File: config.mk
export PLATFORM = sky130hd
export DESIGN_NAME = gpts_top
export DESIGN_NICKNAME = d
export VERILOG_FILES = /design/src/gpts_pkg.sv /design/src/gpts_top.sv
export SDC_FILE = /design/constraint.sdc
export NUM_CORES = 1
export LEC_CHECK = 0
export ABC_AREA = 1
export BUFFER_PORTS_ARGS = -buffer_cell sky130_fd_sc_hd__buf_2
export CAP_MARGIN = 15
export CORE_ASPECT_RATIO = 1.2
export CORE_UTILIZATION = 46
export CTS_CLUSTER_SIZE = 20
export DETAILED_ROUTE_END_ITERATION = 8
export GPL_TIMING_DRIVEN = 1
export PLACE_DENSITY = 0.69
export SYNTH_ARGS = -nofsm -noshare
export SYNTH_HDL_FRONTEND = slang
export SYNTH_SLANG_ARGS = --single-unit
File: constraint.sdc
create_clock -name clock -period 9.44 [get_ports clock]
set_clock_uncertainty 0.15 [all_clocks]
set_input_delay 0.944 -clock clock [delete_from_list [all_inputs] [get_ports clock]]
set_output_delay 0.944 -clock clock [all_outputs]
set_load 0.01 [all_outputs]
File: src/gpts_pkg.sv
// package for the general purpose timer set
package gpts_pkg;
  localparam logic [11:0] off_t1_con = 12'h000;
  localparam logic [11:0] off_t1_cnt = 12'h004;
  localparam logic [11:0] off_t1_per = 12'h008;
  localparam logic [11:0] off_status = 12'h00c;
  localparam logic [11:0] off_irq_en = 12'h010;
  localparam logic [11:0] off_idle = 12'h014;
  localparam logic [11:0] off_pair_base = 12'h040;
  localparam logic [11:0] pair_stride = 12'h040;
  localparam logic [11:0] off_lo_con = 12'h000;
  localparam logic [11:0] off_hi_con = 12'h004;
  localparam logic [11:0] off_lo_cnt = 12'h008;
  localparam logic [11:0] off_hi_cnt = 12'h00c;
  localparam logic [11:0] off_lo_per = 12'h010;
  localparam logic [11:0] off_hi_per = 12'h014;
  localparam int bit_on = 15;
  localparam int bit_sidl = 13;
  localparam int bit_gate = 6;
  localparam int bit_ps_hi = 5;
  localparam int bit_ps_lo = 4;
  localparam int bit_join = 3;
  localparam int bit_sync = 2;
  localparam int bit_cs = 1;
  localparam logic [15:0] t1_con_mask = 16'ha076;
  localparam logic [15:0] lo_con_mask = 16'ha07a;
  localparam logic [15:0] hi_con_mask = 16'ha072;
  localparam logic [15:0] con_reset = 16'h0000;
  localparam logic [15:0] cnt_reset = 16'h0000;
  localparam logic [15:0] per_reset = 16'hffff;
  localparam logic [7:0] ps_div1 = 8'h00;
  localparam logic [7:0] ps_div8 = 8'h07;
  localparam logic [7:0] ps_div64 = 8'h3f;
  localparam logic [7:0] ps_div256 = 8'hff;
  typedef struct packed {
    logic ext_clk;
    logic gate;
  } gpts_tin_t;
endpackage

File: src/gpts_top.sv
// general purpose timer set: standalone timer plus two joinable pairs
// Function
// - standalone timer counts only while timer_on is set
// - stop_in_idle halts the timer while device idle except in async counter mode, else keeps running
// - internal clock with gate enable counts only while gate high
// - prescale codes 11,10,01,00 divide by 256,64,8,1
// - ext_clock_sync chooses synchronised or raw external clock counting
// - clock_source_select picks external rising edges or internal clock
// - writing control while running resets the prescale counter
// - interrupt on period match, and gate falling edge in gated mode
// - standalone modes: timer, sync counter, async counter running in idle
// - pair_join_mode on low control joins a pair into 32 bits
// - in joined mode high control bits are ignored
// - joined counter uses low timer clock and gate inputs
// - joined match is flagged on the high timer flag
// - high_count holds upper word, low_count lower word
// - high_period upper, low_period lower; full 32-bit match flags
// - unjoined timers of a pair run with own controls, but a low control write also resets the prescaler of a running high timer
// - pair timers have no sync bit and count raw external edges, but have no idle-proof asynchronous mode
// - only first pair drives adc trigger, from joined or high timer
`timescale 1ns/1ps
`default_nettype none
module gpts_top (
  input wire logic clock,
  input wire logic rst,
  input wire logic psel,
  input wire logic penable,
  input wire logic pwrite,
  input wire logic [11:0] paddr,
  input wire logic [31:0] pwdata,
  output logic [31:0] prdata,
  output logic pready,
  output logic pslverr,
  input wire logic device_idle,
  input wire gpts_pkg::gpts_tin_t standalone_in,
  input wire gpts_pkg::gpts_tin_t [1:0] pair_low_in,
  input wire gpts_pkg::gpts_tin_t [1:0] pair_high_in,
  output logic [4:0] irq_flags,
  output logic adc_trigger
);
  // apb slave
  logic [15:0] standalone_timer_control;
  logic [15:0] t1_cnt;
  logic [15:0] standalone_period;
  logic [4:0] standalone_irq_enable;
  logic [4:0] irq_en;
  logic [15:0] con [0:3];
  logic [15:0] cnt [0:3];
  logic [15:0] per [0:3];
  logic [4:0] flag;
  logic wr;
  logic rd;
  logic [4:0] clr;
  logic [3:0] con_wr;
  logic [3:0] cnt_wr;
  logic [3:0] per_wr;
  logic t1_con_wr;
  logic t1_cnt_wr;
  logic t1_per_wr;
  logic [31:0] next_prdata;
  logic next_err;
  logic hit;
  assign wr = psel && penable && pwrite && pready;
  assign rd = psel && penable && !pwrite && !pready;
  assign standalone_irq_enable = irq_en;

  function automatic logic [7:0] ps_limit(input logic [1:0] code);
    unique case (code)
      2'b11: ps_limit = gpts_pkg::ps_div256;
      2'b10: ps_limit = gpts_pkg::ps_div64;
      2'b01: ps_limit = gpts_pkg::ps_div8;
      default: ps_limit = gpts_pkg::ps_div1;
    endcase
  endfunction

  function automatic logic [11:0] pair_addr(input int p, input logic [11:0] o);
    pair_addr = 12'(gpts_pkg::off_pair_base + 12'(p) * gpts_pkg::pair_stride
      + o);
  endfunction

  // register decode
  always_comb begin
    next_prdata = 32'h0000_0000;
    hit = 1'b0;
    t1_con_wr = 1'b0;
    t1_cnt_wr = 1'b0;
    t1_per_wr = 1'b0;
    con_wr = 4'h0;
    cnt_wr = 4'h0;
    per_wr = 4'h0;
    clr = 5'h00;
    if (paddr == gpts_pkg::off_t1_con) begin
      hit = 1'b1;
      next_prdata = {16'h0000, standalone_timer_control};
      t1_con_wr = wr;
    end else if (paddr == gpts_pkg::off_t1_cnt) begin
      hit = 1'b1;
      next_prdata = {16'h0000, t1_cnt};
      t1_cnt_wr = wr;
    end else if (paddr == gpts_pkg::off_t1_per) begin
      hit = 1'b1;
      next_prdata = {16'h0000, standalone_period};
      t1_per_wr = wr;
    end else if (paddr == gpts_pkg::off_status) begin
      hit = 1'b1;
      next_prdata = {27'h0000000, flag};
      clr = wr ? pwdata[4:0] : 5'h00;
    end else if (paddr == gpts_pkg::off_irq_en) begin
      hit = 1'b1;
      next_prdata = {27'h0000000, irq_en};
    end else if (paddr == gpts_pkg::off_idle) begin
      hit = 1'b1;
      next_prdata = {31'h00000000, device_idle};
    end
    for (int i = 0; i < 4; i++) begin
      if (paddr == pair_addr(i / 2, i[0] ? gpts_pkg::off_hi_con
          : gpts_pkg::off_lo_con)) begin
        hit = 1'b1;
        next_prdata = {16'h0000, con[i]};
        con_wr[i] = wr;
      end
      if (paddr == pair_addr(i / 2, i[0] ? gpts_pkg::off_hi_cnt
          : gpts_pkg::off_lo_cnt)) begin
        hit = 1'b1;
        next_prdata = {16'h0000, cnt[i]};
        cnt_wr[i] = wr;
      end
      if (paddr == pair_addr(i / 2, i[0] ? gpts_pkg::off_hi_per
          : gpts_pkg::off_lo_per)) begin
        hit = 1'b1;
        next_prdata = {16'h0000, per[i]};
        per_wr[i] = wr;
      end
    end
    next_err = !hit;
  end

  // bus answer, one wait state
  always_ff @(posedge clock) begin
    if (rst) begin
      pready <= 1'b0;
      pslverr <= 1'b0;
      prdata <= 32'h0000_0000;
    end else begin
      pready <= psel && penable && !pready;
      pslverr <= psel && penable && !pready && next_err;
      if (rd) begin
        prdata <= next_err ? 32'h0000_0000 : next_prdata;
      end
    end
  end

  always_ff @(posedge clock) begin
    if (rst) begin
      irq_en <= 5'h00;
    end else if (wr && paddr == gpts_pkg::off_irq_en) begin
      irq_en <= pwdata[4:0];
    end
  end

  // standalone timer
  logic t1_ext_d;
  logic t1_ext_s1;
  logic t1_ext_s2;
  logic t1_ext_s3;
  logic t1_gate_d;
  logic [7:0] t1_ps;
  logic t1_raw_edge;
  logic t1_sync_edge;
  logic t1_in_tick;
  logic t1_run;
  logic t1_tick;
  logic t1_match;
  logic t1_gate_fall;
  logic t1_gated;

  always_ff @(posedge clock) begin
    if (rst) begin
      t1_ext_d <= 1'b0;
      t1_ext_s1 <= 1'b0;
      t1_ext_s2 <= 1'b0;
      t1_ext_s3 <= 1'b0;
      t1_gate_d <= 1'b0;
    end else begin
      t1_ext_d <= standalone_in.ext_clk;
      t1_ext_s1 <= standalone_in.ext_clk;
      t1_ext_s2 <= t1_ext_s1;
      t1_ext_s3 <= t1_ext_s2;
      t1_gate_d <= standalone_in.gate;
    end
  end

  always_comb begin
    t1_raw_edge = standalone_in.ext_clk && !t1_ext_d;
    t1_sync_edge = t1_ext_s2 && !t1_ext_s3;
    t1_gated = !standalone_timer_control[gpts_pkg::bit_cs]
      && standalone_timer_control[gpts_pkg::bit_gate];
    // asynchronous counting ignores idle
    t1_run = standalone_timer_control[gpts_pkg::bit_on]
      && !(device_idle && standalone_timer_control[gpts_pkg::bit_sidl]
        && !(standalone_timer_control[gpts_pkg::bit_cs]
          && !standalone_timer_control[gpts_pkg::bit_sync]));
    if (standalone_timer_control[gpts_pkg::bit_cs]) begin
      t1_in_tick = standalone_timer_control[gpts_pkg::bit_sync]
        ? t1_sync_edge : t1_raw_edge;
    end else begin
      t1_in_tick = !t1_gated || standalone_in.gate;
    end
    t1_tick = t1_run && t1_in_tick && t1_ps == ps_limit(
      standalone_timer_control[gpts_pkg::bit_ps_hi:gpts_pkg::bit_ps_lo]);
    t1_match = t1_tick && t1_cnt == standalone_period;
    t1_gate_fall = t1_run && t1_gated && t1_gate_d && !standalone_in.gate;
  end

  always_ff @(posedge clock) begin
    if (rst) begin
      t1_ps <= 8'h00;
    end else if (t1_con_wr && standalone_timer_control[gpts_pkg::bit_on]) begin
      t1_ps <= 8'h00;
    end else if (t1_run && t1_in_tick) begin
      t1_ps <= t1_tick ? 8'h00 : 8'(t1_ps + 8'h01);
    end
  end

  always_ff @(posedge clock) begin
    if (rst) begin
      standalone_timer_control <= gpts_pkg::con_reset;
      standalone_period <= gpts_pkg::per_reset;
    end else begin
      if (t1_con_wr) begin
        standalone_timer_control <= pwdata[15:0] & gpts_pkg::t1_con_mask;
      end
      if (t1_per_wr) begin
        standalone_period <= pwdata[15:0];
      end
    end
  end

  always_ff @(posedge clock) begin
    if (rst) begin
      t1_cnt <= gpts_pkg::cnt_reset;
    end else if (t1_cnt_wr) begin
      t1_cnt <= pwdata[15:0];
    end else if (t1_match) begin
      t1_cnt <= 16'h0000;
    end else if (t1_tick) begin
      t1_cnt <= 16'(t1_cnt + 16'h0001);
    end
  end

  // pair timers; index 2p is low, 2p+1 is high
  logic [3:0] ext_d;
  logic [3:0] gate_d;
  logic [7:0] ps [0:3];
  logic [3:0] run;
  logic [3:0] in_tick;
  logic [3:0] tick;
  logic [3:0] match;
  logic [3:0] gfall;
  logic [15:0] next_cnt [0:3];
  logic [1:0] joined;
  logic [1:0] adc_evt;

  generate
    for (genvar i = 0; i < 4; i++) begin : g_tmr
      localparam int lo = i - (i % 2);
      localparam int pr = i / 2;
      logic [15:0] c;
      gpts_pkg::gpts_tin_t tin;
      logic gated;
      logic ext_edge;
      logic ctl_wr;
      // joined pair takes control and inputs from the low timer
      assign c = joined[pr] ? con[lo] : con[i];
      assign tin = (joined[pr] || i % 2 == 0) ? pair_low_in[pr]
        : pair_high_in[pr];
      assign gated = !c[gpts_pkg::bit_cs] && c[gpts_pkg::bit_gate];
      // pair external clock is never synchronised; the raw edge is counted
      assign ext_edge = tin.ext_clk && !ext_d[i];
      assign ctl_wr = con_wr[lo] || (!joined[pr] && con_wr[i]);
      assign run[i] = c[gpts_pkg::bit_on]
        && !(device_idle && c[gpts_pkg::bit_sidl]);
      assign in_tick[i] = c[gpts_pkg::bit_cs] ? ext_edge
        : (!gated || tin.gate);
      assign tick[i] = run[i] && in_tick[i]
        && ps[i] == ps_limit(c[gpts_pkg::bit_ps_hi:gpts_pkg::bit_ps_lo]);
      assign match[i] = tick[i] && cnt[i] == per[i];
      assign gfall[i] = run[i] && gated && gate_d[i] && !tin.gate;
      assign next_cnt[i] = cnt_wr[i] ? pwdata[15:0] : match[i] ? 16'h0000
        : tick[i] ? 16'(cnt[i] + 16'h0001) : cnt[i];

      always_ff @(posedge clock) begin
        if (rst) begin
          ext_d[i] <= 1'b0;
          gate_d[i] <= 1'b0;
        end else begin
          ext_d[i] <= tin.ext_clk;
          gate_d[i] <= tin.gate;
        end
      end

      always_ff @(posedge clock) begin
        if (rst) begin
          ps[i] <= 8'h00;
        end else if (ctl_wr && c[gpts_pkg::bit_on]) begin
          ps[i] <= 8'h00;
        end else if (run[i] && in_tick[i]) begin
          ps[i] <= tick[i] ? 8'h00 : 8'(ps[i] + 8'h01);
        end
      end

      always_ff @(posedge clock) begin
        if (rst) begin
          con[i] <= gpts_pkg::con_reset;
          per[i] <= gpts_pkg::per_reset;
        end else begin
          if (con_wr[i]) begin
            con[i] <= pwdata[15:0] & ((i % 2 == 0) ? gpts_pkg::lo_con_mask
              : gpts_pkg::hi_con_mask);
          end
          if (per_wr[i]) begin
            per[i] <= pwdata[15:0];
          end
        end
      end
    end

    for (genvar p = 0; p < 2; p++) begin : g_pair
      logic [31:0] c32;
      logic [31:0] p32;
      logic t32;
      logic m32;
      assign joined[p] = con[2*p][gpts_pkg::bit_join];
      assign c32 = {cnt[2*p+1], cnt[2*p]};
      assign p32 = {per[2*p+1], per[2*p]};
      assign t32 = tick[2*p];
      assign m32 = t32 && c32 == p32;

      always_ff @(posedge clock) begin
        if (rst) begin
          cnt[2*p] <= gpts_pkg::cnt_reset;
          cnt[2*p+1] <= gpts_pkg::cnt_reset;
        end else if (joined[p]) begin
          if (cnt_wr[2*p]) begin
            cnt[2*p] <= pwdata[15:0];
          end else if (cnt_wr[2*p+1]) begin
            cnt[2*p+1] <= pwdata[15:0];
          end else if (m32) begin
            cnt[2*p] <= 16'h0000;
            cnt[2*p+1] <= 16'h0000;
          end else if (t32) begin
            {cnt[2*p+1], cnt[2*p]} <= 32'(c32 + 32'h0000_0001);
          end
        end else begin
          cnt[2*p] <= next_cnt[2*p];
          cnt[2*p+1] <= next_cnt[2*p+1];
        end
      end
      assign adc_evt[p] = joined[p] ? m32 : match[2*p+1];
    end
  endgenerate

  // flags: bit0 standalone, 1 low0, 2 high0, 3 low1, 4 high1; set wins
  logic [4:0] set;
  always_comb begin
    set[0] = t1_match || t1_gate_fall;
    for (int p = 0; p < 2; p++) begin
      if (joined[p]) begin
        set[2*p+1] = 1'b0;
        set[2*p+2] = (tick[2*p] && {cnt[2*p+1], cnt[2*p]}
          == {per[2*p+1], per[2*p]}) || gfall[2*p];
      end else begin
        set[2*p+1] = match[2*p] || gfall[2*p];
        set[2*p+2] = match[2*p+1] || gfall[2*p+1];
      end
    end
  end

  always_ff @(posedge clock) begin
    if (rst) begin
      flag <= 5'h00;
    end else begin
      flag <= (flag & ~clr) | set;
    end
  end

  always_ff @(posedge clock) begin
    if (rst) begin
      irq_flags <= 5'h00;
      adc_trigger <= 1'b0;
    end else begin
      irq_flags <= ((flag & ~clr) | set) & standalone_irq_enable;
      adc_trigger <= adc_evt[0];
    end
  end
endmodule
`default_nettype wire

==> impl_metrics.csv <==
group,metric,value,unit
status,status,"finished clean",
cells_and_area,nets,2695,
pwr,ir_worst_vdd,0.000130,V
clock_network,clockBufferDepth,3,
clock_network,numCtsBuffers,31,
clock_network,cts_root_buf,"clkbuf_16",
critical_path,worstPathRequired,9.76,ns
floorplan,core_area,0.0396,mm2
global_route,grt_max_degree,52,
synth,synth_edf_count,122,
placed_design,dpl.cell_count,3125,
critical_path,rrSetupSlack,6.09,ns
global_route,grt_pass1_wl,97600,um
floorplan,die_w,185,um
placed_design,gp_congestion,0.962,
clock_network,cts_max_level,1,
floorplan,die_y,221,um
critical_path,crit_family,"simple AND/OR/NAND/NOR gates",
clock_network,cts_tree,"built",
sta,tightest_slew,1.08,ns
placed_design,portBuffers,67,
route,wire_per_inst,20.3,um
critical_path,end_kind,"register",
floorplan,dieArea,0.0409,mm2
floorplan,start_util,0.466,
synth,ys_ff_latch,279,
critical_path,critical_path.slowest_cell,"nor3_4",
sta,max_freq,272,MHz
critical_path,critPathLaunch,"paddr[4]",
route,drtIter0Drc,1806,
sta,maxSlewViolCount,0,
pwr,p_total,2820,uW
pwr,powerDensity,141,mW/mm2
clock_network,cts.sinks,279,
sta,setup_viol,0,
critical_path,crit_cells,11,
critical_path,cp_slowest_stage_delay,0.61,ns
cells_and_area,final_cells,3184,
sta,hold_slack,0.288,ns
critical_path,r2r_cells,11,
sta,hold_viol,0,
global_route,antenna_found_initial,0,
critical_path,cp.arrival,4.00,ns
cells_and_area,area_growth,8.84,%
route,firstDrtPassIters,8,
critical_path,cp_cell_sequence,"buf_2 -> nor2_1 -> nand2_1 -> nor2_2 -> nand2_2 -> nor3_4 -> inv_1 -> nand2_1 -> o22ai_1 -> a31oi_1 -> nor2_1",
pwr,power_leakage,0.00780,uW
synth,syn_inst,2625,
clock_network,clkLatencyLatePin,0.61,ns
synth,ys_async_sr_fraction,0,
run,drv_cap,0,
synth,ys_warn_count,0,
critical_path,path_max_fanout,16,
cells_and_area,fin_util,0.507,
sta,setup_tns,0,ns
synth,synth_area,0.0185,mm2
synth,synthFlopType,"dfxtp_1",
cells_and_area,drive_above_1_share,0.0936,
placed_design,dp_hpwl,47600,um
hold_path,hold_path_class,"register to register",
synth,syn_area_per_cell,7.03,um2
global_route,overflow,0,
critical_path,r2r_start,"con[0][1]$_SDFFCE_PN0P_",
route,routed_wl,64700,um
floorplan,rows,80,
sta,rsz0062_at_grt,"false",
global_route,grt.total_usage,0.313,
global_route,grt_pass1_vias,16800,
critical_path,reg2reg_to,"irq_flags[2]$_SDFF_PP0_",
critical_path,worst-path-buf-inv,2,
hold_path,min_path_cells,2,
critical_path,crit_end,"t1_cnt[1]$_SDFFE_PP0P_",
critical_path,cp-start-kind,"input port",
synth,ys_seq_area_frac,0.369,
route,ant_nets,0,
sta,finalCritPeriodShare,0.390,
critical_path,path_class,"input port to register",
route,vias,18400,
clock_network,post-cts-setup-buffers,0,
route,vias_per_cell,5.78,
clock_network,cts_resized,0,
clock_network,ctsHoldBuffers,0,
route,drc,0,
sta,finalCriticalPeriod,3.68,ns
sta,maxSlewHeadroom,0.275,
floorplan,pin_count,100,
synth,synth_cell_types,64,
clock_network,clk_pin_slew,0.06,ns
## flip-flops by register name (all words and copies together), names as in the netlist, 7 cells and up
name                      cells
cnt                          64
con                          26
per                          64
prdata                       16
ps                           32
standalone_period            16
standalone_timer_control      7
t1_cnt                       16
t1_ps                         8
## power breakdown
part	switching (uW)	internal, uW
clock network	539	805
logic	134	41.2
registers	23.6	1280
## worst min-delay path by stage
stage | start | endpoint | slack [ns]
finish | t1_ext_s1$_SDFF_PP0_ | t1_ext_s2$_SDFF_PP0_ | 0.29
global route | t1_ext_s1$_SDFF_PP0_ | t1_ext_s2$_SDFF_PP0_ | 0.30
CTS | t1_ext_s1$_SDFF_PP0_ | t1_ext_s2$_SDFF_PP0_ | 0.29
detailed placement | t1_ext_s1$_SDFF_PP0_ | t1_ext_s2$_SDFF_PP0_ | 0.28
global placement | t1_ext_s1$_SDFF_PP0_ | t1_ext_s2$_SDFF_PP0_ | 0.26
floorplan | t1_ext_s1$_SDFF_PP0_ | t1_ext_s2$_SDFF_PP0_ | 0.25
## synthesized netlist by cell type (all sizes together), types with 2 or more instances
cell type,instances,area (um2)
nand2,632,2420
inv,327,1230
nor2,322,1420
o21ai,203,1020
dfxtp,157,3140
nand3,141,738
edfxtp,122,3660
a21oi,120,616
xor2,85,744
nand4,72,463
clkbuf,69,260
nor3,61,392
buf,56,355
o211ai,43,328
xnor2,42,368
a31oi,38,238
o22ai,33,225
nand3b,18,135
or2,16,100
nor4,14,109
ha,10,125
o31ai,8,60.1
a41oi,5,43.8
o21bai,5,48.8
clkinv,4,15.0
a211oi,3,22.5
nor3b,3,27.5
o221ai,3,26.3
a221oi,2,17.5
o2111ai,2,17.5
o21a,2,15.0
## metal layers
layer / global-route usage / share of wire
met1: 0.415 / 0.40
met5: 0 / 0
met3: 0.0370 / 0.085
met2: 0.488 / 0.45
met4: 0.185 / 0.065
## through the flow
stage	setup slack [ns]	cell area, um2
after floorplan	5.74	18500
after global placement	5.24	19000
after detailed placement	5.20	19000
after CTS	5.84	20100
after global routing	5.40	20100
final	5.76	20100
## logic make-up after synthesis
kind of cell | Yosys count | share of synthesized area
AO/OA/AOI/OAI | 469 | 0.146
XOR/XNOR | 127 | 0.0603
adder cells (fa/ha/maj) | 10 | 0.00678
buffers and inverters | 456 | 0.101
flip-flops | 279 | 0.369
multiplexers | 1 | 0.000542
other | 1 | 0.000203
AND/OR/NAND/NOR | 1282 | 0.316
## area by class of cell
cell class | count | area, um2
fillers | 3973 | 19500
multi-input cells | 1905 | 9840
clock inverters | 18 | 295
well taps | 533 | 667
diodes | 1 | 2.50
repair buffers | 77 | 413
clock buffers | 40 | 813
inverters | 331 | 1250
flip-flops and latches | 279 | 6810
## layout by cell type, fill, tap and decap left out, drive strengths merged, types with 5 or more instances in the layout
cell type	n
conb	16
xnor2	42
clkbuf	40
or2	16
o211ai	43
a41oi	5
nor3	61
nor2	322
nand4	72
a31oi	38
xor2	85
nand3	141
clkinv	8
buf	77
nand3b	18
o21ai	203
nor4	14
edfxtp	122
o31ai	8
o22ai	33
o21bai	5
bufinv	7
nand2	632
dfxtp	157
ha	10
inv	331
a21oi	120
## worst register-to-register path, cell delays in order, from the launching register on
cell	delay, ns
edfxtp_1	0.40
inv_2	0.51
o21ai_0	0.20
nand3_1	0.15
o211ai_2	0.19
nor3b_2	0.36
nand2_2	0.28
nand2_1	0.42
o22ai_1	0.22
nand3_1	0.13
nand2_1	0.09
nor2_1	0.17
Power figures use the tool's default switching activity.
